==> src/logic/smm_regs.svh <==
// register offsets, field positions, reset values and timing counts
`ifndef SMM_REGS_SVH
`define SMM_REGS_SVH
`define SMM_GLOBAL_CFG_OFS 32'h0000_0000
`define SMM_DOMAIN_CFG0_OFS 32'h0000_0010
`define SMM_STANDBY_OFS 32'h0000_0020
`define SMM_STATUS_OFS 32'h0000_0024
`define SMM_CMD_WORD_OFS 32'h0000_0028
`define SMM_GCFG_INIT_BIT 0
`define SMM_GCFG_MODE_SET_BIT 1
`define SMM_GCFG_LOAD_CFG_BIT 2
`define SMM_DCFG_WIDTH16_BIT 0
`define SMM_DCFG_SINGLE_WR_BIT 1
`define SMM_DCFG_TYPE_LSB 2
`define SMM_GCFG_RESET 32'h0000_0001
`define SMM_DCFG_RESET 32'h0000_0000
`define SMM_WAKE_NOP_COUNT 4'hA
`define SMM_STABLE_TIME_NS 1000
`define SMM_CLK_PERIOD_NS 50
`define SMM_STABLE_CYCLES ((`SMM_STABLE_TIME_NS+`SMM_CLK_PERIOD_NS-1)/`SMM_CLK_PERIOD_NS)
`define SMM_REFRESH_PERIOD_CYCLES 8'd156
`endif

==> src/logic/smm_pkg.sv <==
// types shared by the mode setup block
package smm_pkg;
    typedef enum logic [3:0]
    {
        SMM_CMD_NOP,
        SMM_CMD_PRECHARGE_ALL,
        SMM_CMD_LOAD_MODE,
        SMM_CMD_AUTO_REFRESH,
        SMM_CMD_SELF_REFRESH,
        SMM_CMD_SELF_REFRESH_EXIT,
        SMM_CMD_READ,
        SMM_CMD_WRITE,
        SMM_CMD_FLASH_REG
    } smm_cmd_t;
    typedef enum logic [1:0]
    {
        SMM_TYPE_SDRAM,
        SMM_TYPE_SYNC_ROM,
        SMM_TYPE_SYNC_FLASH
    } smm_dev_t;
endpackage

==> src/logic/smm_cmd_map.sv <==
// internal address to external command word mapping
`timescale 1ns/100ps
`include "smm_regs.svh"
module smm_cmd_map
    import smm_pkg::*;
(
    input wire logic [31:0] i_addr,
    input wire logic i_width16,
    output logic [12:0] o_word
);
    // narrow bus shifts the mapping down one bit
    always_comb
    begin
        if (i_width16)
            o_word = i_addr[21:9];
        else
            o_word = i_addr[22:10];
    end
endmodule

==> src/logic/smm_domain_cfg.sv <==
// one domain device configuration register
`timescale 1ns/100ps
`include "smm_regs.svh"
module smm_domain_cfg
    import smm_pkg::*;
(
    input wire logic i_core_clk,
    input wire logic i_rstn,
    input wire logic i_wr,
    input wire logic [31:0] i_wdata,
    output logic [3:0] o_cfg
);
    always_ff @(posedge i_core_clk)
    begin
        if (!i_rstn)
            o_cfg <= 4'(`SMM_DCFG_RESET);
        else if (i_wr)
            o_cfg <= i_wdata[3:0];
    end
endmodule

==> src/logic/smm_top.sv <==
// synchronous memory mode setup and self refresh sequencer
//
// Design decisions made here: the APB register port and the register addresses.
`timescale 1ns/100ps
`include "smm_regs.svh"
module smm_top
    import smm_pkg::*;
(
    input wire logic i_core_clk,
    input wire logic i_rstn,
    input wire logic i_psel,
    input wire logic i_penable,
    input wire logic i_pwrite,
    input wire logic [31:0] i_paddr,
    input wire logic [31:0] i_pwdata,
    output logic [31:0] o_prdata,
    output logic o_pready,
    output logic o_pslverr,
    input wire logic i_mem_req,
    input wire logic i_mem_write,
    input wire logic [31:0] i_mem_addr,
    input wire logic [31:0] i_mem_wdata,
    output logic o_mem_ack,
    output logic [31:0] o_mem_rdata,
    input wire logic [31:0] i_mem_dq_in,
    input wire logic i_standby_req,
    output logic o_standby_ack,
    output logic [12:0] o_mem_addr,
    output logic [31:0] o_mem_dq_out,
    output logic o_mem_dq_oen,
    output logic [3:0] o_mem_domain_sel,
    output smm_cmd_t o_mem_cmd,
    output logic o_memory_clock_enable_out
);
    // ------------------------------------------------------------
    // register bus
    // ------------------------------------------------------------
    logic [2:0] global_memory_config;
    logic [3:0] domain_cfg [4];
    logic [3:0] dcfg_wr;
    logic apb_access;
    logic apb_hit;
    logic [12:0] last_cmd_word;
    logic standby_ack_q;
    logic init_bit;
    logic mode_set_enable;
    logic load_config_enable;
    logic setup_active;

    assign apb_access = i_psel && i_penable;
    assign o_pready = 1'b1;
    assign init_bit = global_memory_config[`SMM_GCFG_INIT_BIT];
    assign mode_set_enable = global_memory_config[`SMM_GCFG_MODE_SET_BIT];
    assign load_config_enable = global_memory_config[`SMM_GCFG_LOAD_CFG_BIT];
    assign setup_active = init_bit || mode_set_enable
        || load_config_enable;

    always_comb
    begin
        apb_hit = 1'b1;
        dcfg_wr = 4'h0;
        o_prdata = 32'h0000_0000;
        unique case (i_paddr)
            `SMM_GLOBAL_CFG_OFS:
                o_prdata = {29'h0, global_memory_config};
            `SMM_DOMAIN_CFG0_OFS:
            begin
                o_prdata = {28'h0, domain_cfg[0]};
                dcfg_wr[0] = 1'b1;
            end
            `SMM_DOMAIN_CFG0_OFS + 32'h4:
            begin
                o_prdata = {28'h0, domain_cfg[1]};
                dcfg_wr[1] = 1'b1;
            end
            `SMM_DOMAIN_CFG0_OFS + 32'h8:
            begin
                o_prdata = {28'h0, domain_cfg[2]};
                dcfg_wr[2] = 1'b1;
            end
            `SMM_DOMAIN_CFG0_OFS + 32'hC:
            begin
                o_prdata = {28'h0, domain_cfg[3]};
                dcfg_wr[3] = 1'b1;
            end
            `SMM_STANDBY_OFS:
                o_prdata = 32'h0000_0000;
            `SMM_STATUS_OFS:
                o_prdata = {30'h0, o_memory_clock_enable_out,
                    standby_ack_q};
            `SMM_CMD_WORD_OFS:
                o_prdata = {19'h0, last_cmd_word};
            default:
                apb_hit = 1'b0;
        endcase
        if (!(apb_access && i_pwrite))
            dcfg_wr = 4'h0;
    end
    assign o_pslverr = apb_access && !apb_hit;

    always_ff @(posedge i_core_clk)
    begin
        if (!i_rstn)
            global_memory_config <= 3'(`SMM_GCFG_RESET);
        else if (apb_access && i_pwrite && i_paddr == `SMM_GLOBAL_CFG_OFS)
            global_memory_config <= i_pwdata[2:0];
    end

    // four domain registers, one device type each
    genvar gi;
    generate
        for (gi = 0; gi < 4; gi++)
        begin : g_dom
            smm_domain_cfg u_cfg
            (
                .i_core_clk(i_core_clk),
                .i_rstn(i_rstn),
                .i_wr(dcfg_wr[gi]),
                .i_wdata(i_pwdata),
                .o_cfg(domain_cfg[gi])
            );
        end
    endgenerate

    // ------------------------------------------------------------
    // address decode and command word
    // ------------------------------------------------------------
    logic [1:0] req_domain;
    logic [3:0] cur_cfg;
    logic [12:0] cmd_word;
    logic standby_sync1;
    logic standby_sync2;
    logic standby_sync3;
    logic standby_level;

    // 256-Mbyte domains select on A29..A28
    assign req_domain = i_mem_addr[29:28];
    assign cur_cfg = domain_cfg[req_domain];

    smm_cmd_map u_map
    (
        .i_addr(i_mem_addr),
        .i_width16(cur_cfg[`SMM_DCFG_WIDTH16_BIT]),
        .o_word(cmd_word)
    );

    always_ff @(posedge i_core_clk)
    begin
        if (!i_rstn)
        begin
            standby_sync1 <= 1'b0;
            standby_sync2 <= 1'b0;
            standby_sync3 <= 1'b0;
            standby_level <= 1'b0;
        end
        else
        begin
            standby_sync1 <= i_standby_req;
            standby_sync2 <= standby_sync1;
            standby_sync3 <= standby_sync2;
            if (standby_sync2 == standby_sync3)
                standby_level <= standby_sync3;
        end
    end

    // ------------------------------------------------------------
    // command sequencer
    // ------------------------------------------------------------
    typedef enum logic [3:0]
    {
        ST_IDLE,
        ST_ACCESS,
        ST_ENTER_PRE,
        ST_ENTER_NOP,
        ST_ENTER_CKE,
        ST_ENTER_REF,
        ST_SELF_REFRESH,
        ST_EXIT_STABLE,
        ST_EXIT_CKE,
        ST_EXIT_NOP,
        ST_EXIT_REF,
        ST_EXIT_DONE
    } smm_state_t;

    smm_state_t state;
    logic [7:0] wait_cnt;
    logic [7:0] refresh_cnt;
    logic [1:0] refresh_dom;
    logic refresh_due;
    logic refresh_skip;

    assign refresh_skip =
        domain_cfg[refresh_dom][`SMM_DCFG_SINGLE_WR_BIT];

    always_ff @(posedge i_core_clk)
    begin
        if (!i_rstn)
        begin
            refresh_cnt <= 8'h00;
            refresh_due <= 1'b0;
        end
        else if (state == ST_IDLE && refresh_due && !setup_active)
            refresh_due <= 1'b0;
        else if (refresh_cnt == `SMM_REFRESH_PERIOD_CYCLES)
        begin
            refresh_cnt <= 8'h00;
            refresh_due <= 1'b1;
        end
        else
            refresh_cnt <= refresh_cnt + 8'h01;
    end

    always_ff @(posedge i_core_clk)
    begin
        if (!i_rstn)
        begin
            state <= ST_IDLE;
            wait_cnt <= 8'h00;
            refresh_dom <= 2'h0;
            o_mem_cmd <= SMM_CMD_NOP;
            o_mem_addr <= 13'h0000;
            o_mem_dq_out <= 32'h0000_0000;
            o_mem_dq_oen <= 1'b1;
            o_mem_domain_sel <= 4'h0;
            o_mem_ack <= 1'b0;
            o_mem_rdata <= 32'h0000_0000;
            o_memory_clock_enable_out <= 1'b1;
            standby_ack_q <= 1'b0;
            last_cmd_word <= 13'h0000;
        end
        else
        begin
            o_mem_ack <= 1'b0;
            o_mem_dq_oen <= 1'b1;
            o_mem_cmd <= SMM_CMD_NOP;
            unique case (state)
                ST_IDLE:
                begin
                    o_mem_domain_sel <= 4'h0;
                    if (standby_level)
                    begin
                        state <= ST_ENTER_PRE;
                    end
                    else if (init_bit && !load_config_enable)
                    begin
                        o_mem_domain_sel <= 4'hF;
                        if (mode_set_enable)
                            o_mem_cmd <= SMM_CMD_NOP;
                        else
                            o_mem_cmd <= SMM_CMD_PRECHARGE_ALL;
                    end
                    else if (refresh_due && !setup_active)
                    begin
                        refresh_dom <= refresh_dom + 2'h1;
                        if (!refresh_skip)
                        begin
                            o_mem_cmd <= SMM_CMD_AUTO_REFRESH;
                            o_mem_domain_sel <= 4'(1 << refresh_dom);
                        end
                    end
                    else if (i_mem_req && !o_mem_ack)
                    begin
                        state <= ST_ACCESS;
                        o_mem_domain_sel <= 4'(1 << req_domain);
                        if (mode_set_enable && !i_mem_write)
                        begin
                            o_mem_cmd <= SMM_CMD_LOAD_MODE;
                            o_mem_addr <= cmd_word;
                            last_cmd_word <= cmd_word;
                            o_mem_rdata <= 32'h0000_0000;
                        end
                        else if (load_config_enable && !i_mem_write)
                        begin
                            o_mem_cmd <= SMM_CMD_FLASH_REG;
                            o_mem_addr <= cmd_word;
                            last_cmd_word <= cmd_word;
                            o_mem_dq_out <= i_mem_wdata;
                            o_mem_dq_oen <= 1'b0;
                            o_mem_rdata <= 32'h0000_0000;
                        end
                        else if (!setup_active)
                        begin
                            o_mem_addr <= cmd_word;
                            o_mem_cmd <= i_mem_write ? SMM_CMD_WRITE
                                : SMM_CMD_READ;
                            o_mem_dq_out <= i_mem_wdata;
                            o_mem_dq_oen <= !i_mem_write;
                        end
                        else
                        begin
                            // blocked: answered with zero data
                            o_mem_rdata <= 32'h0000_0000;
                        end
                    end
                end
                ST_ACCESS:
                begin
                    if (o_mem_cmd == SMM_CMD_READ)
                        o_mem_rdata <= i_mem_dq_in;
                    o_mem_ack <= 1'b1;
                    state <= ST_IDLE;
                end
                ST_ENTER_PRE:
                begin
                    o_mem_domain_sel <= 4'hF;
                    o_mem_cmd <= SMM_CMD_PRECHARGE_ALL;
                    state <= ST_ENTER_NOP;
                end
                ST_ENTER_NOP:
                    state <= ST_ENTER_CKE;
                ST_ENTER_CKE:
                begin
                    o_memory_clock_enable_out <= 1'b0;
                    state <= ST_ENTER_REF;
                end
                ST_ENTER_REF:
                begin
                    o_mem_cmd <= SMM_CMD_AUTO_REFRESH;
                    state <= ST_SELF_REFRESH;
                end
                ST_SELF_REFRESH:
                begin
                    o_mem_cmd <= SMM_CMD_SELF_REFRESH;
                    standby_ack_q <= 1'b1;
                    wait_cnt <= 8'h00;
                    if (!standby_level)
                        state <= ST_EXIT_STABLE;
                end
                ST_EXIT_STABLE:
                begin
                    // wake from self refresh before the core restarts
                    wait_cnt <= wait_cnt + 8'h01;
                    if (wait_cnt == 8'(`SMM_STABLE_CYCLES - 1))
                        state <= ST_EXIT_CKE;
                end
                ST_EXIT_CKE:
                begin
                    o_memory_clock_enable_out <= 1'b1;
                    wait_cnt <= 8'h00;
                    state <= ST_EXIT_NOP;
                end
                ST_EXIT_NOP:
                begin
                    wait_cnt <= wait_cnt + 8'h01;
                    if (wait_cnt == 8'(`SMM_WAKE_NOP_COUNT - 4'h1))
                        state <= ST_EXIT_REF;
                end
                ST_EXIT_REF:
                begin
                    o_mem_cmd <= SMM_CMD_AUTO_REFRESH;
                    state <= ST_EXIT_DONE;
                end
                ST_EXIT_DONE:
                begin
                    o_mem_cmd <= SMM_CMD_SELF_REFRESH_EXIT;
                    o_mem_domain_sel <= 4'h0;
                    standby_ack_q <= 1'b0;
                    state <= ST_IDLE;
                end
                default:
                    state <= ST_IDLE;
            endcase
        end
    end
    assign o_standby_ack = standby_ack_q;
    // fields pass
    // through unchanged in the command word; software picks legal codes
endmodule

==> config.mk <==
export PLATFORM = sky130hd
export DESIGN_NAME = smm_top
export DESIGN_NICKNAME = d
export VERILOG_FILES = /design/src/logic/smm_pkg.sv /design/src/logic/smm_cmd_map.sv /design/src/logic/smm_domain_cfg.sv /design/src/logic/smm_top.sv
export VERILOG_INCLUDE_DIRS = /design/src /design/src/logic
export SDC_FILE = /design/constraint.sdc
export NUM_CORES = 1
export LEC_CHECK = 0
export BUFFER_PORTS_ARGS = -buffer_cell sky130_fd_sc_hd__buf_2
export CAP_MARGIN = 20
export CORE_MARGIN = 2
export CORE_UTILIZATION = 52
export CTS_CLUSTER_DIAMETER = 150
export DETAILED_ROUTE_END_ITERATION = 8
export PLACE_DENSITY = 0.85
export SYNTH_ARGS = -nofsm -noshare
export SYNTH_HDL_FRONTEND = slang
export SYNTH_HIERARCHICAL = 1
export SYNTH_SLANG_ARGS = --single-unit
==> constraint.sdc <==
create_clock -name i_core_clk -period 4.99 [get_ports i_core_clk]
set_input_delay 0.499 -clock i_core_clk [delete_from_list [all_inputs] [get_ports i_core_clk]]
set_output_delay 0.499 -clock i_core_clk [all_outputs]
set_load 0.005 [all_outputs]
==> metrics.txt <==
fin util 0.655; final hold violations 0; global placement routability congestion 0.910; largest net degree at the start of global routing 76; DP Area 7980 sq um; slowest stage cell, crit path a211oi_2; NumNets Final 1154; Num CTS Buffers 17; io pins 291; Mean Syn Cell Area about 9 sq um; relative slew slack 0.284; Synth area leaders dfxtp_1 (43%), mux2i_1 (7.1%), a21oi_1 (5.3%); HP Class input pin to flip-flop; FFs w/ async S/R, synth 0; WS Path Type flip-flop to flip-flop; layout overhead on the synthesized area 23.9%; CP top delay family compound AO/OA/AOI/OAI gates; yosys warns 6; CTS clk-pin slew, worst paths around 0.06 ns; GR Layer Usage met1 0.302; ys flop type dfxtp_1; final wirelength 17200 um; Post-synth EDFFs 0; row count 42; RSZ-0062 raised after global routing false; final worst-path cycle share 0.591; post-cts sizing count 0; CP Cell Sequence nor2b_1 -> o211ai_1 -> a211oi_2 -> and2_1 -> a22o_1; Max Slew Vio Count 0; Max Cap Violations 0; Max FO, Critical Path 19; DRC Markers 0; die width 120 um; achievable frequency 0.339 GHz; pwr/cell area around 330 nW/um^2; CP max stage delay 0.91 ns; Yosys cell types 61; first-pass GRT wire length 27900 um; most common cell after layout, fill and taps aside buf_2; Clock Skews 0.00644 ns; r2r worst-path depth 5; Leakage Power 3.75 nW; Levels on crit path 5; layout cells sized above 1 0.299; clock buffer depth 2; DRT antenna net count 0; min Tclk post-route just under 3 ns; DP HPWL between 10000 and 15000 um; vias post-DR approximately 6300; # clock sinks about 150; hold_buf cts 0; sequential-to-total area share from yosys stat 0.427; post-route setup TNS 0 ns; Yosys top cell by area dfxtp_1; Starting DRT DRC Count 464; CTS tree yes; Starting Density 0.528; Core Region 13100 sq um; CP bufs+invs 0; clk_lat worst skew 0.42 ns; fin area 8600 sq um; Slew @ Worst Pin between 1 and 1.5 ns; GR Overflow Total 0; vias in the first global route 5835; antenna cell count 0; Worst Path Arrival 3.31 ns; WL/cell 14.7 um; Post-CTS Setup Inserts 0; IO buf count ~230; CP Launch Type flip-flop; met2 GRT Util 0.401; status finished clean; antenna violations before repair 0; die area 14300 sq um; Peak supply drop around 0.00024 V; Via density 5.44; CP endpoint kind flip-flop; Clock Tree Root clkbuf_16; Die Y 120 um; setup violators final 0; Worst EP required 5.35 ns; commonest cells after routing, fill and taps aside buf_2 (226), dfxtp_1 (148), nor2_1 (82); H-tree depth 4; drt pass-1 iters 5; GRT Total Usage 0.239; post-synthesis cell area between 6000 and 7000 sq um; Top Usage Layer GRT met2; GRT met3 Usage 0.0594; Mapped Cells between 700 and 800; share of the synthesized area in the top cell type 0.427; FF+latch count, synth 148; hold depth 2
[power by group]
part           internal, W  switching (W)  leakage, nW
Combinational     0.000104       0.000150         2.26
Clock             0.000848       0.000491        0.295
Sequential         0.00120      0.0000115         1.19
[flip-flops by register name, summed over array words and instances (netlist names)]
register                   count
standby_sync1                  1
o_mem_domain_sel               4
o_mem_cmd                      4
global_memory_config           3
g_dom.u_cfg/o_cfg             16
o_mem_rdata                   32
o_mem_dq_oen                   1
standby_sync3                  1
o_mem_addr                    13
o_mem_ack                      1
refresh_cnt                    8
state                          4
standby_level                  1
refresh_due                    1
o_mem_dq_out                  32
standby_sync2                  1
wait_cnt                       8
o_standby_ack                  1
o_memory_clock_enable_out      1
last_cmd_word                 13
refresh_dom                    2
[layer usage]
metal	vias up	part of all wire	routed length, um
met5	-	0	0
met4	0	0.019	325
met3	28	0.061	1040
met2	225	0.49	8350
met1	2974	0.43	7460
li1	3117	-	-
[synth_stat cells, drive strengths merged (5+ instances only)]
library cell,number
a22o,19
nor3,17
buf,45
nor2,83
mux2,15
xor2,6
o21ai,46
and2,5
and3,16
dfxtp,148
o21a,5
a221oi,5
nor2b,26
ha,8
nand4,8
a21oi,73
or2,5
nor4,12
nand2,47
or3,5
nand2b,7
mux2i,49
nand3,44
clkbuf,32
inv,13
[worst paths after layout]
kind              startpoint              end  slack, ns
max                o_mem_ack  o_mem_rdata[10]       2.04
min          i_mem_dq_in[20]  o_mem_rdata[20]       0.29
max reg2reg        o_mem_ack  o_mem_rdata[10]       2.04
min reg2reg    standby_sync1    standby_sync2       0.45
[worst register-to-register path, cell delays in order (launching register included)]
cell      delay (ns)
dfxtp_1         0.34
nor2b_1         0.51
o211ai_1        0.21
a211oi_2        0.91
and2_1          0.66
a22o_1          0.25
[area by class of cell]
class	count	area [sq um]
Inverter	13	48.8
Sequential cell	148	2960
Clock inverter	13	183
Timing Repair Buffer	233	1190
Tap cell	176	220
Fill cell	1128	4530
Multi-Input combinational cell	565	3560
Clock buffer	19	443
[metrics by stage]
step | worst slack (ns) | hold WS (ns) | instances | total power (W)
5_1_grt | 1.81 | 0.283 | 1167 | 0.00290
3_3_place_gp | 1.84 | 0.416 | 1134 | 0.00148
2_1_floorplan | 2.71 | 0.412 | 803 | 0.00140
6_report | 2.04 | 0.292 | 1167 | 0.00280
3_5_place_dp | 1.83 | 0.435 | 1135 | 0.00148
4_1_cts | 2.05 | 0.273 | 1167 | 0.00282
[cells by family after synthesis]
kind of cell,after synthesis,share of synthesized area
fa+ha+maj,8,0.0144
compound gates,170,0.148
other cells,2,0.00108
simple gates,290,0.214
buf+inv,90,0.0710
flops,148,0.427
xor+xnor,9,0.0114
mux,68,0.113
Note: power is estimated with default switching activity, not from simulation.
